File: config.mk
export PLATFORM = sky130hd
export DESIGN_NAME = pcve_core
export DESIGN_NICKNAME = d
export VERILOG_FILES = /design/src/pcve_pkg.sv /design/src/pcve_core.sv
export SDC_FILE = /design/constraint.sdc
export NUM_CORES = 2
export LEC_CHECK = 0
export BUFFER_PORTS_ARGS = -buffer_cell sky130_fd_sc_hd__clkbuf_2
export CAP_MARGIN = 20
export CORE_MARGIN = 2
export CORE_UTILIZATION = 55
export CTS_CLUSTER_SIZE = 30
export DETAILED_ROUTE_END_ITERATION = 10
export HOLD_SLACK_MARGIN = 0.02
export MAX_ROUTING_LAYER = met4
export PLACE_DENSITY_LB_ADDON = 0.1
export SETUP_SLACK_MARGIN = 0.2
export SYNTH_ARGS = -nofsm -noshare
export SYNTH_HDL_FRONTEND = slang
export SYNTH_SLANG_ARGS = --single-unit
File: constraint.sdc
create_clock -name i_clk -period 17.4 [get_ports i_clk]
set_input_delay 3.48 -clock i_clk [delete_from_list [all_inputs] [get_ports i_clk]]
set_output_delay 3.48 -clock i_clk [all_outputs]
set_load 0.03 [all_outputs]
File: src/pcve_pkg.sv
/*
 * Constants, register map and carrier types for the pitch correction and
 * volume envelope block. Assumes a 250 MHz system clock and hand streams
 * that are valid whenever the block takes its control sample.
 */
// Overview of operation
// - All twelve semitones corrected identically.
// - Correct only when strength and width non-zero.
// - Strength 0..31 scales pull toward center.
// - Faster speed values; 31 snaps immediately.
// - Slew linearly in log pitch domain.
// - Center modulation speeds centers, slows edges.
// - Loudness modulation bounded by nominal speed.
// - Correct only within capture width of center.
// - Tuner fed pre or post correction.
// - Expander and velocity feed hold, then slew.
// - Expand below knee point; zero defeats.
// - High expansion clamps to zero loudness.
// - Knee point 0..63 spans -48 to 0 dB.
// - Signed hand speed times gain added.
// - Ramp up to hold, then toward hand.
// - Before decay point, reduce release and resonance.
// - Non-zero decay reduction: decay point signals note-off.
// - Decay point compared with raw volume.
// - Duck volume while pitch crosses notes.
// - Attack and release zero pass volume through.
package pcve_pkg;

   // Register map, byte addresses of aligned words.
   localparam int ADDR_W = 4;
   localparam logic [ADDR_W-1:0] A_PSET = 4'h0;
   localparam logic [ADDR_W-1:0] A_ENV = 4'h4;
   localparam logic [ADDR_W-1:0] A_DYN = 4'h8;
   localparam logic [ADDR_W-1:0] A_STAT = 4'hc;

   // Control sample period and its cycle count.
   localparam int CLK_MHZ = 250;
   localparam int SMP_NS = 4000;
   localparam int SMP_CYC = SMP_NS * CLK_MHZ / 1000;
   localparam int CNT_W = 10;

   // Pitch fraction layout and corrector scaling.
   localparam int FRAC_W = 8;
   localparam logic signed [9:0] CENTER = 10'sh080;
   localparam logic signed [9:0] HALF = 10'sh040;
   localparam logic [9:0] WIN_INC = 10'h004;
   localparam logic [4:0] RATE_SNAP = 5'h1f;
   localparam int DES_SH = 5;
   localparam int MOD_SH = 6;

   // Volume field: one location step is 1024 units, 0.75 dB.
   localparam int LOC_SH = 10;
   localparam logic [LOC_SH-1:0] LOC_ZERO = 10'h000;
   localparam logic [5:0] LOC_TOP = 6'h3f;
   localparam int VEL_SH = 2;
   localparam int DUCK_SH = 3;
   localparam int GAIN_SH = 8;
   localparam logic [8:0] UNITY = 9'h100;
   localparam logic [15:0] VOL_MAX = 16'hffff;

   // Pitch page settings, register A_PSET.
   typedef struct packed {
      logic [4:0] pad;
      logic post;
      logic signed [5:0] vmod;
      logic [4:0] span;
      logic [4:0] cmod;
      logic [4:0] rate;
      logic [4:0] corr;
   } pcve_pset_t;

   // Expander, velocity and duck settings, register A_ENV.
   typedef struct packed {
      logic [10:0] pad;
      logic [4:0] cvol;
      logic [4:0] velo;
      logic [4:0] knee;
      logic [5:0] kloc;
   } pcve_env_t;

   // Ramp and decay settings, register A_DYN.
   typedef struct packed {
      logic [7:0] pad;
      logic [5:0] dloc;
      logic [5:0] damp;
      logic [5:0] fall;
      logic [5:0] rise;
   } pcve_dyn_t;

   // Status word, register A_STAT.
   typedef struct packed {
      logic [13:0] pad;
      logic damp_on;
      logic duck_on;
      logic [15:0] env;
   } pcve_stat_t;

   // One control sample of log pitch and volume position.
   typedef struct packed {
      logic [15:0] pitch;
      logic [15:0] vol;
   } pcve_smp_t;

endpackage

File: src/pcve_core.sv
/*
 * Pitch corrector and volume envelope running at the control sample rate.
 * Assumes i_smp is synchronous to i_clk and the register master follows
 * the plain strobe protocol with read data one cycle later.
 */
`timescale 1ns/1ps

module pcve_core (
   input wire logic i_clk, // System clock.
   input wire logic i_nrst, // Asynchronous reset, active low.
   input wire logic [pcve_pkg::ADDR_W-1:0] i_addr, // Register address.
   input wire logic [31:0] i_wdata, // Write data.
   input wire logic i_wr, // Write strobe.
   input wire logic i_rd, // Read strobe.
   output logic [31:0] o_rdata, // Read data, cycle after i_rd.
   input wire pcve_pkg::pcve_smp_t i_smp, // Hand pitch and volume.
   output pcve_pkg::pcve_smp_t o_out, // Corrected pitch, shaped volume.
   output pcve_pkg::pcve_smp_t o_tun, // Tuner pitch and volume.
   output logic [5:0] o_reso_cut, // Resonance reduction.
   output logic o_note_off, // Hand before decay point.
   output logic o_valid // Pulse when outputs update.
);

   ////////////////////////////////////////////////////////////////////////
   // Control sample strobe.

   logic [pcve_pkg::CNT_W-1:0] cnt_ff;
   logic tick;
   assign tick = cnt_ff == pcve_pkg::CNT_W'(pcve_pkg::SMP_CYC - 1);

   // Free running divider; every register still clocks each edge.
   always_ff @(posedge i_clk or negedge i_nrst) begin
      if (!i_nrst) begin
         cnt_ff <= '0;
      end else begin
         cnt_ff <= tick ? '0 : cnt_ff + 1'b1;
      end
   end

   ////////////////////////////////////////////////////////////////////////
   // Register file: written settings and the active copy.

   pcve_pkg::pcve_pset_t p_ff, ap_ff;
   pcve_pkg::pcve_env_t e_ff, ae_ff;
   pcve_pkg::pcve_dyn_t d_ff, ad_ff;
   pcve_pkg::pcve_stat_t stat;
   logic [31:0] rdata_ff;
   logic [31:0] rd_mux;
   logic wr_p, wr_e, wr_d;

   assign wr_p = i_wr && (i_addr == pcve_pkg::A_PSET);
   assign wr_e = i_wr && (i_addr == pcve_pkg::A_ENV);
   assign wr_d = i_wr && (i_addr == pcve_pkg::A_DYN);

   // Unmapped addresses read as zero.
   assign rd_mux = (i_addr == pcve_pkg::A_PSET) ? 32'(p_ff) :
                   (i_addr == pcve_pkg::A_ENV) ? 32'(e_ff) :
                   (i_addr == pcve_pkg::A_DYN) ? 32'(d_ff) :
                   (i_addr == pcve_pkg::A_STAT) ? 32'(stat) : 32'h0;

   // Writes land in staging; the active copy moves only on a sample so
   // the datapath never sees half of a settings change.
   always_ff @(posedge i_clk or negedge i_nrst) begin
      if (!i_nrst) begin
         p_ff <= '0;
         e_ff <= '0;
         d_ff <= '0;
         ap_ff <= '0;
         ae_ff <= '0;
         ad_ff <= '0;
         rdata_ff <= '0;
      end else begin
         if (wr_p) p_ff <= pcve_pkg::pcve_pset_t'(i_wdata);
         if (wr_e) e_ff <= pcve_pkg::pcve_env_t'(i_wdata);
         if (wr_d) d_ff <= pcve_pkg::pcve_dyn_t'(i_wdata);
         if (tick) begin
            ap_ff <= p_ff;
            ae_ff <= e_ff;
            ad_ff <= d_ff;
         end
         rdata_ff <= i_rd ? rd_mux : 32'h0;
      end
   end

   ////////////////////////////////////////////////////////////////////////
   // Pitch error; only the fraction matters, so every semitone is alike.

   logic signed [9:0] err;
   logic [9:0] abs_e;
   logic [9:0] win;
   logic en;
   assign err = $signed({2'h0, i_smp.pitch[pcve_pkg::FRAC_W-1:0]})
                - pcve_pkg::CENTER;
   assign abs_e = err[9] ? 10'(-err) : err;
   assign win = {3'h0, ap_ff.span, 2'h0} + pcve_pkg::WIN_INC;
   assign en = (ap_ff.corr != 5'h00) && (ap_ff.span != 5'h00)
               && (abs_e <= win);

   // Target offset scales the error by strength; 31 cancels it fully.
   logic [5:0] corr1;
   logic signed [16:0] dprod;
   logic signed [9:0] des;
   assign corr1 = {1'b0, ap_ff.corr} + 6'h01;
   assign dprod = $signed({{7{err[9]}}, err})
                  * $signed({11'h000, corr1});
   assign des = 10'(-(dprod >>> pcve_pkg::DES_SH));

   // Speed: nominal rate, plus center nearness, less quiet-hand term.
   logic signed [9:0] cdev;
   logic signed [15:0] cprod, vprod;
   logic [6:0] vquiet;
   logic signed [11:0] spd;
   logic [4:0] step;
   assign cdev = pcve_pkg::HALF - $signed(abs_e);
   assign cprod = $signed({11'h000, ap_ff.cmod})
                  * $signed({{6{cdev[9]}}, cdev});
   assign vquiet = {1'b0, pcve_pkg::LOC_TOP
                   - i_smp.vol[15:pcve_pkg::LOC_SH]};
   assign vprod = $signed({{10{ap_ff.vmod[5]}}, ap_ff.vmod})
                  * $signed({9'h000, vquiet});
   assign spd = $signed({7'h00, ap_ff.rate})
                + 12'(cprod >>> pcve_pkg::MOD_SH)
                - 12'(vprod >>> pcve_pkg::MOD_SH);
   assign step = spd[11] ? 5'h00 : (spd > 12'sh01f) ? 5'h1f : spd[4:0];

   // Constant-step slew in the log domain; full rate snaps at once.
   logic signed [9:0] off_ff, nxt_off;
   logic signed [10:0] diff;
   logic [10:0] adiff;
   assign diff = {des[9], des} - {off_ff[9], off_ff};
   assign adiff = diff[10] ? 11'(-diff) : diff;
   assign nxt_off = !en ? 10'sh000 :
                    (ap_ff.rate == pcve_pkg::RATE_SNAP) ? des :
                    (adiff <= {6'h00, step}) ? des :
                    diff[10] ? off_ff - $signed({5'h00, step}) :
                    off_ff + $signed({5'h00, step});
   logic [15:0] pitch_out;
   assign pitch_out = i_smp.pitch + {{6{nxt_off[9]}}, nxt_off};

   ////////////////////////////////////////////////////////////////////////
   // Knee expander and velocity detector in parallel.

   logic [15:0] v, kpos, kdiff, vk;
   logic [21:0] kexp;
   logic below;
   assign v = i_smp.vol;
   assign kpos = {ae_ff.kloc, pcve_pkg::LOC_ZERO};
   assign below = v < kpos;
   assign kdiff = kpos - v;
   assign kexp = kdiff * ({1'b0, ae_ff.knee} + 6'h01);
   assign vk = !below ? v :
               (kexp >= {6'h00, kpos}) ? 16'h0000 :
               kpos - kexp[15:0];

   logic [15:0] vprev_ff;
   logic signed [16:0] dv;
   logic signed [22:0] velp, vel;
   logic [23:0] sum;
   logic [15:0] pre;
   assign dv = $signed({1'b0, v}) - $signed({1'b0, vprev_ff});
   assign velp = dv * $signed({1'b0, ae_ff.velo});
   assign vel = velp >>> pcve_pkg::VEL_SH;
   assign sum = {8'h00, vk} + {vel[22], vel};
   assign pre = sum[23] ? 16'h0000 :
                (|sum[22:16]) ? pcve_pkg::VOL_MAX : sum[15:0];

   ////////////////////////////////////////////////////////////////////////
   // Peak hold and ramp; the decay point is judged on raw volume.

   logic damp_act;
   logic [5:0] fall_eff;
   assign damp_act = (ad_ff.damp != 6'h00)
                     && (v < {ad_ff.dloc, pcve_pkg::LOC_ZERO});
   assign fall_eff = !damp_act ? ad_ff.fall :
                     (ad_ff.fall > ad_ff.damp) ?
                     ad_ff.fall - ad_ff.damp : 6'h00;

   logic [15:0] env_ff, hold_ff, nxt_env, nxt_hold;
   logic [15:0] up, dn, dgap, env_up, env_dn;
   logic [16:0] nup, dn1;
   logic bypass;
   assign bypass = (ad_ff.rise == 6'h00) && (ad_ff.fall == 6'h00);
   assign up = (hold_ff - env_ff) >> ad_ff.rise[5:2];
   assign nup = {1'b0, env_ff} + {1'b0, up} + 17'h00001;
   assign env_up = (nup > {1'b0, hold_ff}) ? hold_ff : nup[15:0];
   assign dgap = env_ff - hold_ff;
   assign dn = dgap >> fall_eff[5:2];
   assign dn1 = {1'b0, dn} + 17'h00001;
   assign env_dn = (dn1 >= {1'b0, dgap}) ? hold_ff : env_ff - dn1[15:0];

   // Rise chases the hold; once reached the hold drops to the hand.
   assign nxt_env = bypass ? pre :
                    (env_ff < hold_ff) ? env_up : env_dn;
   assign nxt_hold = ((pre >= hold_ff) || (env_ff >= hold_ff)) ?
                     pre : hold_ff;

   ////////////////////////////////////////////////////////////////////////
   // Transition duck: gain falls as the pitch hand nears a note edge.

   logic [9:0] over;
   logic [11:0] dprd;
   logic [8:0] gain;
   logic [24:0] volp;
   logic [15:0] vol_out;
   assign over = (abs_e > pcve_pkg::HALF) ?
                 abs_e - pcve_pkg::HALF : 10'h000;
   assign dprd = ae_ff.cvol * over[6:0];
   assign gain = pcve_pkg::UNITY
                 - {1'b0, 8'(dprd >> pcve_pkg::DUCK_SH)};
   assign volp = nxt_env * gain;
   assign vol_out = 16'(volp >> pcve_pkg::GAIN_SH);

   ////////////////////////////////////////////////////////////////////////
   // Sample-rate state and registered outputs.

   pcve_pkg::pcve_smp_t out_ff, tun_ff;
   logic [5:0] reso_ff;
   logic noff_ff, duck_ff, valid_ff;

   always_ff @(posedge i_clk or negedge i_nrst) begin
      if (!i_nrst) begin
         off_ff <= '0;
         env_ff <= '0;
         hold_ff <= '0;
         vprev_ff <= '0;
         out_ff <= '0;
         tun_ff <= '0;
         reso_ff <= '0;
         noff_ff <= 1'b0;
         duck_ff <= 1'b0;
         valid_ff <= 1'b0;
      end else begin
         valid_ff <= tick;
         if (tick) begin
            off_ff <= nxt_off;
            env_ff <= nxt_env;
            hold_ff <= nxt_hold;
            vprev_ff <= v;
            out_ff <= '{pitch: pitch_out, vol: vol_out};
            tun_ff.pitch <= ap_ff.post ? pitch_out : i_smp.pitch;
            tun_ff.vol <= ap_ff.post ? vol_out : pre;
            reso_ff <= damp_act ? ad_ff.damp : 6'h00;
            noff_ff <= damp_act;
            duck_ff <= gain != pcve_pkg::UNITY;
         end
      end
   end

   assign stat = '{pad: '0, damp_on: noff_ff, duck_on: duck_ff,
                   env: env_ff};
   assign o_rdata = rdata_ff;
   assign o_out = out_ff;
   assign o_tun = tun_ff;
   assign o_reso_cut = reso_ff;
   assign o_note_off = noff_ff;
   assign o_valid = valid_ff;

   ////////////////////////////////////////////////////////////////////////
   // Checks. Except a_hold, they look one cycle after the tick (a_noff also at o_valid one cycle later), at the registered outputs, or at env_ff and
   // duck_ff for a_envpass, a_rise and a_noduck; the outputs are where the voice and the tuner see them.

   property p_bypass;
      @(posedge i_clk) disable iff (!i_nrst)
      tick && (ap_ff.corr == 5'h00) |=> o_out.pitch == $past(i_smp.pitch);
   endproperty
   a_bypass: assert property (p_bypass)
      else $error("Pitch changed with correction off.");

   property p_span;
      @(posedge i_clk) disable iff (!i_nrst)
      tick && (abs_e > win) |=> o_out.pitch == $past(i_smp.pitch);
   endproperty
   a_span: assert property (p_span)
      else $error("Pitch corrected outside capture width.");

   property p_snap;
      @(posedge i_clk) disable iff (!i_nrst)
      tick && en && (ap_ff.rate == pcve_pkg::RATE_SNAP)
         && (ap_ff.corr == 5'h1f)
      |=> o_out.pitch[7:0] == 8'h80;
   endproperty
   a_snap: assert property (p_snap)
      else $error("Full rate did not snap to note center.");

   property p_envpass;
      @(posedge i_clk) disable iff (!i_nrst)
      tick && bypass |=> env_ff == $past(pre);
   endproperty
   a_envpass: assert property (p_envpass)
      else $error("Envelope altered volume with zero ramps.");

   property p_rise;
      @(posedge i_clk) disable iff (!i_nrst)
      tick && !bypass && (env_ff < hold_ff)
      |=> (env_ff > $past(env_ff)) && (env_ff <= $past(hold_ff));
   endproperty
   a_rise: assert property (p_rise)
      else $error("Rise did not move toward the hold.");

   property p_knee0;
      @(posedge i_clk) disable iff (!i_nrst)
      tick && bypass && (ae_ff.knee == 5'h00) && (ae_ff.velo == 5'h00)
         && (ae_ff.cvol == 5'h00)
      |=> o_out.vol == $past(i_smp.vol);
   endproperty
   a_knee0: assert property (p_knee0)
      else $error("Volume changed with shaping defeated.");

   property p_post;
      @(posedge i_clk) disable iff (!i_nrst)
      tick && !ap_ff.post |=> o_tun.pitch == $past(i_smp.pitch);
   endproperty
   a_post: assert property (p_post)
      else $error("Tuner not fed pre-correction pitch.");

   property p_damp;
      @(posedge i_clk) disable iff (!i_nrst)
      tick && damp_act |=> o_reso_cut == $past(ad_ff.damp) && o_note_off;
   endproperty
   a_damp: assert property (p_damp)
      else $error("Decay reduction missing before decay point.");

   property p_noff;
      @(posedge i_clk) disable iff (!i_nrst)
      tick && (ad_ff.damp == 6'h00) |=> !o_note_off ##1 !o_valid;
   endproperty
   a_noff: assert property (p_noff)
      else $error("Note-off flagged with decay reduction zero.");

   property p_hold;
      @(posedge i_clk) disable iff (!i_nrst)
      !tick |=> $stable(ap_ff) && $stable(ad_ff) && $stable(ae_ff);
   endproperty
   a_hold: assert property (p_hold)
      else $error("Active settings changed between samples.");

   property p_noduck;
      @(posedge i_clk) disable iff (!i_nrst)
      tick && (ae_ff.cvol == 5'h00) |=> !duck_ff;
   endproperty
   a_noduck: assert property (p_noduck)
      else $error("Volume ducked with duck setting zero.");

endmodule

==> flow_metrics.env <==
export IMPL_die_area_um2=77400
export IMPL_insertion_delay_ns=0.61
export IMPL_synth_area_per_cell_um2=8.59
export IMPL_path_class="primary input to register"
export IMPL_synth_cells=4813
export IMPL_status="complete, no violations"
export IMPL_drive_gt1_share_pct=15.6
export IMPL_final_area_um2=46800
export IMPL_synth_edff_count=0
export IMPL_ys_ff_latch=341
export IMPL_whs_ns=0.467
export IMPL_mostFrequentLayoutCells="nand2_1 (657), inv_1 (569), ha_1 (451)"
export IMPL_min_period_ns=16.65
export IMPL_ys_warn_count=0
export IMPL_clk_pin_slew_ns=0.06
export IMPL_reg2reg_depth=69
export IMPL_fmax_mhz=60.1
export IMPL_mostFrequentLayoutCell="nand2_1"
export IMPL_synth_async_sr_flop_share_pct=100
export IMPL_dr_pass1_iters=8
export IMPL_numPortBuffers=175
export IMPL_p_leak_nw=23.9
export IMPL_clock_root_buffer="clkbuf_16"
export IMPL_overflow=0
export IMPL_synth_area_um2=41400
export IMPL_top_level_ports=176
export IMPL_cellPowerDensity_nw_per_um2=45.0
export IMPL_synth_top_flop_cell="dfrtp_1"
export IMPL_setup_viol=0
export IMPL_place_area_um2=44900
export IMPL_period_share_pct=95.7
export IMPL_critPathLaunchType="primary input"
export IMPL_grt_pass1_wl_mm=194
export IMPL_grt_antenna_before_repair=9
export IMPL_num_vias=35400
export IMPL_yosysSeqAreaShare_pct=20.6
export IMPL_worst_slew_pin_slew_ns=1.21
export IMPL_coreArea_um2=74400
export IMPL_r2r_slack_ns=2.34
export IMPL_initial_core_util_pct=55.6
export IMPL_syn_to_final_growth_pct=13.2
export IMPL_dr_first_iter_drc_count=2608
export IMPL_synth_distinct_cells=109
export IMPL_hpwl_mm=97.4
export IMPL_cpMaxStageDelayCell="or4_4"
export IMPL_routedWlPerCell_um=20.0
export IMPL_drv_cap=0
export IMPL_grt_usage_pct=32.7
export IMPL_total_power_w=0.00211
export IMPL_grt_max_degree=196
export IMPL_slowest_delay_ns=0.56
export IMPL_fin_skew_ns=0.0201
export IMPL_rsz0062_at_grt="true"
export IMPL_crit_start="i_smp[4]"
export IMPL_ant_nets=0
export IMPL_wl_mm=123
export IMPL_h_tree_depth=2
export IMPL_cp_common_cell="fa_1"
export IMPL_cts_tree="built"
export IMPL_row_count=100
export IMPL_finalHoldViolations=0
export IMPL_crit_fanout=5
export IMPL_hold_path_class="register to register"
export IMPL_route_detailed_drc=0
export IMPL_ir_drop_mv=0.0726
export IMPL_clock_sinks=341
export IMPL_gp_congestion=1.03
export IMPL_worstSetupEndpoint="o_out[15]$_DFFE_PN0P_"
export IMPL_die_x_um=278
export IMPL_first_global_vias=34900
export IMPL_clockBufferDepth=3
export IMPL_r2r_start="env_ff[1]$_DFFE_PN0P_"
export IMPL_viasPerCell=5.76
export IMPL_die_y_um=278
export IMPL_finalNetCount=5972
export IMPL_critPathCaptureType="register"
export IMPL_slew_violations=0
export IMPL_cp_arrival_ns=17.10
export IMPL_r2r_end="o_out[15]$_DFFE_PN0P_"
export IMPL_syn_nets=5657
export IMPL_maxSlewHeadroom_pct=19.1
export IMPL_cts_buffers=43
export IMPL_critPathRequiredTime_ns=17.85
[flip-flops by register name, summed over array words and instances (netlist names)]
name and cells:
d_ff 32, o_valid 1, o_tun 32, off_ff 10, cnt_ff 10, ad_ff 24, o_note_off 1, o_rdata 32
vprev_ff 16, ap_ff 27, duck_ff 1, p_ff 32, o_out 32, hold_ff 16, ae_ff 21, e_ff 32
env_ff 16, o_reso_cut 6
[critical path: cells and delay by family]
family	cells	cell delay [ns]
AOI/OAI and AO/OA	26	4.48
xor gates and xnor gates	3	0.41
adders and majority gates	11	4.63
buffers and inverters	13	1.10
and+or+nand+nor	15	2.96
[how the worst min path moves through the flow]
stage,to,cells after the start,slack (ns),from
detailed placement,o_reso_cut[0]$_DFFE_PN0P_,2,0.46,o_reso_cut[0]$_DFFE_PN0P_
global placement,o_reso_cut[0]$_DFFE_PN0P_,2,0.46,o_reso_cut[0]$_DFFE_PN0P_
global route,o_reso_cut[0]$_DFFE_PN0P_,2,0.48,o_reso_cut[0]$_DFFE_PN0P_
floorplan,ad_ff[1]$_DFFE_PN0P_,2,0.45,ad_ff[1]$_DFFE_PN0P_
CTS,o_reso_cut[0]$_DFFE_PN0P_,2,0.47,o_reso_cut[0]$_DFFE_PN0P_
finish,o_reso_cut[0]$_DFFE_PN0P_,2,0.47,o_reso_cut[0]$_DFFE_PN0P_
[cell usage after synthesis, drive strengths merged (69+ instances only)]
cell type | n | area (um^2)
nand2 | 662 | 2490
inv | 584 | 2190
ha | 458 | 5730
nor2 | 361 | 1360
dfrtp | 341 | 8530
fa | 314 | 6290
o21ai | 255 | 1280
xnor2 | 184 | 1630
a21oi | 175 | 883
clkbuf | 125 | 469
mux2 | 120 | 1360
and2 | 100 | 626
xor2 | 88 | 771
nor2b | 84 | 526
mux2i | 81 | 840
nor3 | 72 | 360
a21o | 69 | 518
[through the flow]
step / util [%] / TNS (ns) / std cells / setup WS [ns]
after global placement: 60.3 / -0.0863 / 6040 / -0.0538
after global routing: 62.9 / 0 / 6134 / 0.0944
after detailed placement: 60.3 / -1.12 / 6040 / -0.249
after floorplan: - / 0 / 4813 / 0.268
after CTS: 62.2 / 0 / 6118 / 0.370
final: 62.9 / 0 / 6134 / 0.751
[cell families (layout without fill, tap and decap cells)]
logic type	count (synthesis)	after routing	share of synthesized area, %
other cells	0	4	0
xor+xnor	272	272	5.81
fa+ha+maj	772	772	29.1
mux	205	205	5.54
flops	341	341	20.6
compound gates	898	898	14.4
simple gates	1571	1571	17.5
buf+inv	754	1102	7.03
[cell type report]
class	count	area, um^2
well taps	969	1210
multi-input cells	3718	30500
diodes	4	10.0
clock inverters	20	216
clock buffers	58	1220
inverters	584	2200
fillers	6523	27600
flip-flops and latches	341	8530
repair buffers	440	2930
[repair_timing]
item	in CTS	in global routing
endpoints found under the setup margin	0	27
hold buffers	0	0
gates resized for setup	0	94
buffers inserted	0	11
[routing by layer]
metal  share of wire [%]  wire length [um]  up-vias  GRT usage (%)
met5                   0                 0        -              -
met4                 3.4              4230        0           10.0
met3                 5.6              6930      175           3.16
met2                  47             57400     1056           52.1
met1                  44             54300    17400           44.4
li1                    -                 -    16800              -
[report_power, final]
part           internal [W]  switching, W  leakage, nW
clock network      0.000517      0.000397        0.707
registers          0.000849     0.0000407         3.98
logic              0.000133      0.000170         19.3
total               0.00150      0.000607         23.9
Power figures use the tool's default switching activity.
